`config.mk`:
```
export PLATFORM = sky130hd
export DESIGN_NAME = arb_cpu_sync
export DESIGN_NICKNAME = d
export VERILOG_FILES = /design/src/shared/arb_sync_pkg.sv /design/src/shared/offboard_if.sv /design/src/verilog/arb_cpu_sync.sv /design/src/verilog/offboard_deglitch.sv
export SDC_FILE = /design/constraint.sdc
export NUM_CORES = 1
export LEC_CHECK = 0
export ABC_AREA = 1
export BUFFER_PORTS_ARGS = -buffer_cell sky130_fd_sc_hd__buf_2
export CAP_MARGIN = 20
export CELL_PAD_IN_SITES_DETAIL_PLACEMENT = 1
export CELL_PAD_IN_SITES_GLOBAL_PLACEMENT = 1
export CORE_MARGIN = 5
export CORE_UTILIZATION = 39
export CTS_CLUSTER_DIAMETER = 200
export DETAILED_ROUTE_END_ITERATION = 7
export PLACE_DENSITY_LB_ADDON = 0.12
export SLEW_MARGIN = 20
export SYNTH_ARGS = -nofsm -noshare
export SYNTH_HDL_FRONTEND = slang
export SYNTH_SLANG_ARGS = --single-unit
```
`constraint.sdc`:
```
create_clock -name clk_sys -period 1.6 [get_ports clk_sys]
set_clock_uncertainty 0.1 [all_clocks]
set_input_delay 0.32 -clock clk_sys [delete_from_list [all_inputs] [get_ports clk_sys]]
set_output_delay 0.32 -clock clk_sys [all_outputs]
set_load 0.01 [all_outputs]
```
`src/shared/arb_sync_pkg.sv`:
```
package arb_sync_pkg;

   // Pin synchroniser lanes
   localparam int SYNC_W = 10;
   localparam int IX_ARB_CLK = 0;
   localparam int IX_PCI = 1;
   localparam int IX_BUSRQ_N = 2;
   localparam int IX_BUSAK_N = 3;
   localparam int IX_DECODE = 4;
   localparam int IX_STROBE = 5;
   localparam int IX_READY = 6;
   localparam int IX_CPU_LOCK = 7;
   localparam int IX_SPLIT = 8;
   localparam int IX_HOLD = 9;
   // Idle levels: request and acknowledge lines high, bus hold on
   localparam logic [SYNC_W-1:0] SYNC_RESET = 10'h20C;

   // Interprocessor interrupt port map
   localparam int CPU_NUM_W = 3;
   localparam int IO_ADDR_W = 16;
   localparam logic [11:0] IPI_PORT_LOW = 12'h330;

   typedef enum logic [1:0] {
      GATE_IDLE = 2'h1,
      GATE_ENABLE = 2'h2
   } gate_e;

   typedef enum logic [2:0] {
      BAC_IDLE = 3'h1,
      BAC_BUSRQ = 3'h2,
      BAC_GRANT = 3'h4
   } bac_e;

   typedef enum logic [3:0] {
      CRQ_LOCAL = 4'h1,
      CRQ_REQUEST = 4'h2,
      CRQ_OWNED = 4'h4,
      CRQ_RELEASE = 4'h8
   } crq_e;

   // Port address that interrupts a given CPU number
   function automatic logic [IO_ADDR_W-1:0] ipi_port(input logic [CPU_NUM_W-1:0] num);
      ipi_port = {1'h0, num, IPI_PORT_LOW};
   endfunction

endpackage

```
`src/shared/offboard_if.sv`:
```
`timescale 1ns/1ps
`default_nettype none
interface offboard_if;
   logic decode;
   logic strobe;
   logic ready;
   logic request;
   modport ctrl(output decode, output strobe, output ready, input request);
   modport filt(input decode, input strobe, input ready, output request);
endinterface
`default_nettype wire

```
`src/verilog/arb_cpu_sync.sv`:
```
// Functional notes
// - Reset puts gate machine idle, outputs off
// - Idle to enable: BAC request, line idle, PCI
// - Enable state drives local request onto backplane
// - Back to idle: PCI lost, or granted and line idle
// - Gate machine reacts without waiting arbitration edge
// - Never start requesting while another card requests
// - Offboard decode deglitched before the request controller
// - Offboard request set on address strobe trailing edge
// - Offboard request cleared when ready returns
// - Bus owned resynchronised to CPU clock before use
// - Offboard cycle locks arbiter until it completes
// - Split word transfers locked as one set
// - Odd address word pairs need no lock
// - CPU lock output prevents bus loss
// - Software bus hold bit acts as lock
// - Lock sources synchronised to CPU clock
// - Release request clocked, only when owned, unlocked
// - CPU waits until drive bus indication arrives
// - Write to CPU port raises interprocessor event, except for CPU number 0
// - Unlocked handover: release sync plus three edges
// - Drive bus indication readable as status
// - Higher priority requesters served first
// - Bus access controller steps on arbitration falling edge
// - Request state: PCO low, request, grant on PCI
`timescale 1ns/1ps
`default_nettype none
module arb_cpu_sync
   import arb_sync_pkg::*;
(
   input wire logic clk_sys,
   input wire logic reset,
   input wire logic arb_clk_in,
   input wire logic pci_in,
   input wire logic busrq_n_in,
   input wire logic busak_n_in,
   input wire logic offboard_cycle_decode,
   input wire logic addr_strobe,
   input wire logic cpu_ready,
   input wire logic cpu_lock,
   input wire logic split_xfer_active,
   input wire logic software_bus_hold_bit,
   input wire logic [CPU_NUM_W-1:0] cpu_number,
   input wire logic io_write,
   input wire logic [IO_ADDR_W-1:0] io_addr,
   output logic pco_out,
   output logic busrq_n_out,
   output logic busrq_n_oe,
   output logic busak_n_out,
   output logic busak_n_oe,
   output logic request_drive_enable,
   output logic bus_owned_indication,
   output logic drive_bus_indication,
   output logic lock_qualified_release_request,
   output logic cpu_wait,
   output logic ipi_pulse
);

   // Pin synchronisers: three stages, filtered on agreement
   logic [SYNC_W-1:0] s1_q;
   logic [SYNC_W-1:0] s2_q;
   logic [SYNC_W-1:0] s3_q;
   logic [SYNC_W-1:0] f_q;
   wire logic [SYNC_W-1:0] pins;
   wire logic [SYNC_W-1:0] agree;

   assign pins = {software_bus_hold_bit, split_xfer_active, cpu_lock, cpu_ready,
                  addr_strobe, offboard_cycle_decode, busak_n_in, busrq_n_in,
                  pci_in, arb_clk_in};
   assign agree = ~(s2_q ^ s3_q);

   always_ff @(posedge clk_sys) begin
      if (reset) begin
         s1_q <= SYNC_RESET;
         s2_q <= SYNC_RESET;
         s3_q <= SYNC_RESET;
         f_q <= SYNC_RESET;
      end else begin
         s1_q <= pins;
         s2_q <= s1_q;
         s3_q <= s2_q;
         f_q <= (agree & s3_q) | (~agree & f_q);
      end
   end

   wire logic pci_s;
   wire logic busrq_idle;
   wire logic busak_idle;
   wire logic lock_cpu_s;
   wire logic split_s;
   wire logic hold_s;

   assign pci_s = f_q[IX_PCI];
   assign busrq_idle = f_q[IX_BUSRQ_N];
   assign busak_idle = f_q[IX_BUSAK_N];
   assign lock_cpu_s = f_q[IX_CPU_LOCK];
   assign split_s = f_q[IX_SPLIT];
   assign hold_s = f_q[IX_HOLD];

   // Arbitration clock falling edge as an enable
   logic arb_prev_q;
   wire logic arb_fall;

   assign arb_fall = arb_prev_q & ~f_q[IX_ARB_CLK];

   always_ff @(posedge clk_sys) begin
      if (reset) begin
         arb_prev_q <= 1'b0;
      end else begin
         arb_prev_q <= f_q[IX_ARB_CLK];
      end
   end

   // Offboard cycle deglitch
   offboard_if ob ();
   assign ob.decode = f_q[IX_DECODE];
   assign ob.strobe = f_q[IX_STROBE];
   assign ob.ready = f_q[IX_READY];

   offboard_deglitch u_deglitch (
      .clk_sys(clk_sys),
      .reset(reset),
      .ob(ob.filt)
   );

   wire logic offboard_req;
   assign offboard_req = ob.request;

   // State registers
   gate_e gate_q;
   gate_e gate_d;
   bac_e bac_q;
   bac_e bac_d;
   crq_e crq_q;
   crq_e crq_d;

   wire logic lock_any;
   wire logic other_req;
   wire logic crq_request;
   wire logic crq_release;
   wire logic bac_grant;

   // Lock covers sensed cycle, split sets, CPU lock and hold bit
   assign lock_any = offboard_req | ob.decode | split_s | lock_cpu_s | hold_s;
   // Odd address pairs rely on the CPU lock only
   assign other_req = ~busrq_idle & ~busrq_n_oe;
   assign crq_request = (crq_q == CRQ_REQUEST);
   assign crq_release = (crq_q == CRQ_RELEASE);
   assign bac_grant = (bac_q == BAC_GRANT);

   // Bus access controller, moves only on arbitration edge
   always_comb begin
      bac_d = bac_q;
      if (arb_fall) begin
         case (bac_q)
            BAC_IDLE: begin
               if (crq_request && busrq_idle) begin
                  bac_d = BAC_BUSRQ;
               end
            end
            BAC_BUSRQ: begin
               if (pci_s && busak_idle) begin
                  bac_d = BAC_GRANT;
               end
            end
            BAC_GRANT: begin
               if (crq_release) begin
                  bac_d = BAC_IDLE;
               end
            end
            default: bac_d = BAC_BUSRQ;
         endcase
      end
   end

   // CPU request controller: entry to request and release are immediate
   always_comb begin
      crq_d = crq_q;
      case (crq_q)
         CRQ_LOCAL: begin
            if (offboard_req) begin
               crq_d = CRQ_REQUEST;
            end
         end
         CRQ_REQUEST: begin
            if (arb_fall && bac_grant) begin
               crq_d = CRQ_OWNED;
            end
         end
         CRQ_OWNED: begin
            if (lock_qualified_release_request) begin
               crq_d = CRQ_RELEASE;
            end
         end
         CRQ_RELEASE: begin
            if (arb_fall && !bac_grant) begin
               crq_d = CRQ_LOCAL;
            end
         end
         default: crq_d = CRQ_REQUEST;
      endcase
   end

   // Request gate machine, follows inputs every system cycle
   always_comb begin
      gate_d = gate_q;
      case (gate_q)
         GATE_IDLE: begin
            if (bac_q == BAC_BUSRQ && busrq_idle && pci_s) begin
               gate_d = GATE_ENABLE;
            end
         end
         GATE_ENABLE: begin
            if (!pci_s || (bac_grant && busrq_idle)) begin
               gate_d = GATE_IDLE;
            end
         end
         default: gate_d = GATE_IDLE;
      endcase
   end

   always_ff @(posedge clk_sys) begin
      if (reset) begin
         gate_q <= GATE_IDLE;
         bac_q <= BAC_BUSRQ;
         crq_q <= CRQ_REQUEST;
      end else begin
         gate_q <= gate_d;
         bac_q <= bac_d;
         crq_q <= crq_d;
      end
   end

   // Backplane drive terms
   wire logic drive_en_d;
   wire logic busrq_drive_d;
   wire logic busak_drive_d;
   wire logic pco_d;

   assign drive_en_d = (gate_d == GATE_ENABLE);
   assign busrq_drive_d = drive_en_d && (bac_d == BAC_BUSRQ);
   assign busak_drive_d = (bac_d == BAC_GRANT) || (crq_d == CRQ_OWNED) || (crq_d == CRQ_RELEASE);
   assign pco_d = (bac_d == BAC_BUSRQ) ? 1'b0 : pci_s;

   // Bus owned resynchronised before ending waits
   logic owned_s1_q;
   wire logic owned_raw;
   wire logic release_d;
   wire logic wait_d;
   wire logic ipi_d;

   assign owned_raw = (crq_q == CRQ_OWNED);
   // Release only when owned, unlocked and someone else asks
   assign release_d = (crq_q == CRQ_OWNED) && !lock_any && other_req;
   assign wait_d = offboard_req && !drive_bus_indication;
   assign ipi_d = io_write && (cpu_number != 3'h0) && (io_addr == ipi_port(cpu_number));

   always_ff @(posedge clk_sys) begin
      if (reset) begin
         pco_out <= 1'b0;
         busrq_n_out <= 1'b1;
         busrq_n_oe <= 1'b0;
         busak_n_out <= 1'b1;
         busak_n_oe <= 1'b0;
         request_drive_enable <= 1'b0;
         bus_owned_indication <= 1'b0;
         owned_s1_q <= 1'b0;
         drive_bus_indication <= 1'b0;
         lock_qualified_release_request <= 1'b0;
         cpu_wait <= 1'b0;
         ipi_pulse <= 1'b0;
      end else begin
         pco_out <= pco_d;
         busrq_n_out <= ~busrq_drive_d;
         busrq_n_oe <= busrq_drive_d;
         busak_n_out <= ~busak_drive_d;
         busak_n_oe <= busak_drive_d;
         request_drive_enable <= drive_en_d;
         bus_owned_indication <= owned_raw;
         owned_s1_q <= owned_raw;
         drive_bus_indication <= owned_s1_q;
         lock_qualified_release_request <= release_d;
         cpu_wait <= wait_d;
         ipi_pulse <= ipi_d;
      end
   end
endmodule
`default_nettype wire

```
`src/verilog/offboard_deglitch.sv`:
```
`timescale 1ns/1ps
`default_nettype none
module offboard_deglitch
   import arb_sync_pkg::*;
(
   input wire logic clk_sys,
   input wire logic reset,
   offboard_if.filt ob
);

   logic strobe_prev_q;
   logic req_q;
   logic req_d;
   wire logic strobe_fall;
   wire logic set_req;

   assign strobe_fall = strobe_prev_q & ~ob.strobe;
   // Set on trailing strobe edge, set wins over clear
   assign set_req = strobe_fall & ob.decode;
   assign req_d = set_req | (req_q & ~ob.ready);
   assign ob.request = req_q;

   always_ff @(posedge clk_sys) begin
      if (reset) begin
         strobe_prev_q <= 1'b0;
         req_q <= 1'b0;
      end else begin
         strobe_prev_q <= ob.strobe;
         req_q <= req_d;
      end
   end
endmodule
`default_nettype wire

```
==> flow_summary.json <==
{
  "avgSynthCellArea_um2": 7.989,
  "use_met3_pct": 5.109,
  "grt_max_degree": 14,
  "stdcell_count": 420,
  "synthTopCellsByArea": "dfxtp_1 54%, nor2_1 8.7%, inv_1 7.6%, nand2_1 4.2%, a21oi_1 3.0%",
  "max_slew_margin_pct": 73.14,
  "gp_congestion": 0.8551,
  "powerDensity_nw_per_um2": 1082,
  "drtAntennaViolNets": 0,
  "required_ns": 1.72,
  "wl_per_cell_um": 11.88,
  "hold_viol": 0,
  "first_global_vias": 1933,
  "synth_top_area_share_pct": 54.25,
  "synth_top_area_cell": "dfxtp_1",
  "n_antenna_cell": 0,
  "multi_input_area_um2": 843.3,
  "cts_root_buffer": "clkbuf_8",
  "cts_max_path_buffers": 2,
  "setup_tns_ns": 0,
  "htree_levels": 3,
  "die_w_um": 87.21,
  "ys_seq_area_share_pct": 54.25,
  "ys_ff_latch": 63,
  "core_area_um2": 5851,
  "cts_buffers": 9,
  "criticalPathCategory": "reg2reg",
  "grt_use_met1_pct": 16.67,
  "top_usage_layer": "met2",
  "peakVddDrop_uv": 655.1,
  "period_share_pct": 89.80,
  "cts_tree": "built",
  "io_buffers": 42,
  "drtIter0Drc": 33,
  "vias": 1912,
  "syn2layout_area_growth_pct": 21.42,
  "grt_usage_pct": 14.58,
  "post-synth-top-count-cell": "dfxtp_1",
  "clock_latency_ns": 0.34,
  "post-route-cell-area_um2": 2823,
  "period_minus_slack_ns": 1.437,
  "rsz0062_at_grt": "false",
  "yosysWarnings": 0,
  "layout-drive-gt1-share_pct": 26.96,
  "synth_ff_type": "dfxtp_1",
  "drc": 0,
  "wirelength_um": 4988,
  "drt-pass1-iter-count": 4,
  "dpl_cell_area_um2": 2621,
  "crit_fanout": 3,
  "pre_cts_ws_ns": 0.1414,
  "worstMarginPinSlew_ns": 0.4025,
  "antenna_found_initial": 0,
  "synth_nets": 325,
  "post-dp-hpwl_um": 3768,
  "fmax_ghz": 0.6960,
  "critical_path_arrival_ns": 1.55,
  "grtUsageMet2_pct": 24.57,
  "dieHeight_um": 87.21,
  "status": "finished clean",
  "overflow": 0,
  "cts_sinks": 63,
  "power.leakage_nw": 1.299,
  "ff_latch_area_um2": 1262,
  "end_kind": "flop",
  "synth_edf_count": 0,
  "netlist_area_um2": 2325,
  "slew_violations": 0,
  "start_kind": "flop",
  "fillers": 742,
  "dieArea_um2": 7605,
  "cap_violations": 0,
  "hold_buffers": 0,
  "hold_class": "in2reg",
  "clk_pin_slew_ns": 0.06,
  "finalWorstSetupSlack_ns": 0.1632,
  "setup_viol": 0,
  "start_util_pct": 39.73,
  "vias_per_cell": 4.552,
  "synth_cells": 291,
  "yosys-top-cells-count": "63 x dfxtp_1, 54 x nor2_1, 47 x inv_1, 26 x nand2_1",
  "async_flop_share_pct": 0,
  "num_rows": 28,
  "synth.distinct_cells": 27,
  "grt_pass1_wl_um": 8493,
  "dpl.cell_count": 404,
  "nNetsFinal": 374,
  "pin_count": 43
}
repair_timing:
action / CTS / global route
hold endpoints to repair: 0 / 0
buffers inserted: 0 / 0
endpoints found under the setup margin: 0 / 1
resized for setup: 0 / 2
where the power goes:
part | switching (mW) | internal (mW) | total, mW
registers | 0.0151 | 1.60 | 1.62
clock network | 0.576 | 0.730 | 1.31
logic | 0.0689 | 0.0627 | 0.132
total | 0.660 | 2.40 | 3.05
per-layer routing:
metal  part of all wire [%]  wire length (um)  vias to the layer above
li1                       -                 -                     1003
met1                     44              2197                      877
met2                     51              2528                       23
met3                    3.6               178                        9
met4                    1.7                83                        0
met5                      0                 0                        -
stage by stage:
stage	hold WS, ns	utilization [%]	power (mW)
2_1_floorplan	0.2883	-	1.727
3_3_place_gp	0.2889	44.80	1.782
3_5_place_dp	0.2952	44.80	1.789
4_1_cts	0.04822	48.14	3.099
5_1_grt	0.04282	48.25	3.206
6_report	0.06555	48.25	3.055
worst max-delay path, cell delays in order (launching register included):
cell and delay (ns):
dfxtp_1 0.37, inv_1 0.07, ha_1 0.30, nor2_1 0.19, nand3_2 0.11, nor2_2 0.10
nand3_1 0.07
final timing paths:
path                    from     endpoint  slack, ns  depth (start not counted)
setup / recovery   gate_q[0]  busrq_n_out       0.16                          6
hold reg to reg      s1_q[6]      s2_q[6]       0.30                          2
setup reg to reg   gate_q[0]  busrq_n_out       0.16                          6
hold / removal    busrq_n_in      s1_q[2]       0.07                          2
cell usage in the layout, fill, tap and decap left out:
cell | synthesis | final
nor3_1 | 3 | 3
o21ai_1 | 1 | 1
nand3_2 | 2 | 2
clkinvlp_4 | 0 | 1
nand3_1 | 14 | 14
dfxtp_1 | 63 | 62
nand2_1 | 26 | 26
o2111ai_1 | 2 | 2
nand4_1 | 6 | 6
a22o_1 | 1 | 1
a21oi_1 | 14 | 14
clkbuf_8 | 0 | 13
buf_4 | 0 | 3
nor2_2 | 7 | 6
nor4_1 | 3 | 3
dfxtp_2 | 0 | 1
o21ai_0 | 11 | 11
clkbuf_1 | 2 | 1
or2_2 | 9 | 9
and3_1 | 1 | 1
a31oi_1 | 2 | 2
inv_1 | 47 | 47
nor4b_1 | 1 | 1
nand2_2 | 8 | 8
clkinv_2 | 0 | 1
nor2_4 | 1 | 2
inv_2 | 5 | 5
nor2_1 | 54 | 54
ha_1 | 2 | 2
o22ai_1 | 1 | 1
buf_2 | 3 | 42
final cells by class:
cell class                      instances  area share, %
Inverter                               52          6.915
Clock inverter                          2         0.4433
Clock buffer                           14          6.472
Multi-Input combinational cell        169          29.88
Sequential cell                        63          44.73
Timing Repair Buffer                   45          8.245
Tap cell                               75          3.324
cell families after synthesis:
logic type | count (synthesis) | synth area share [%]
simple gates | 135 | 27.45
flops | 63 | 54.25
buf+inv | 59 | 9.688
compound gates | 32 | 7.535
fa+ha+maj | 2 | 1.076
(Power assumes the default switching activity.)
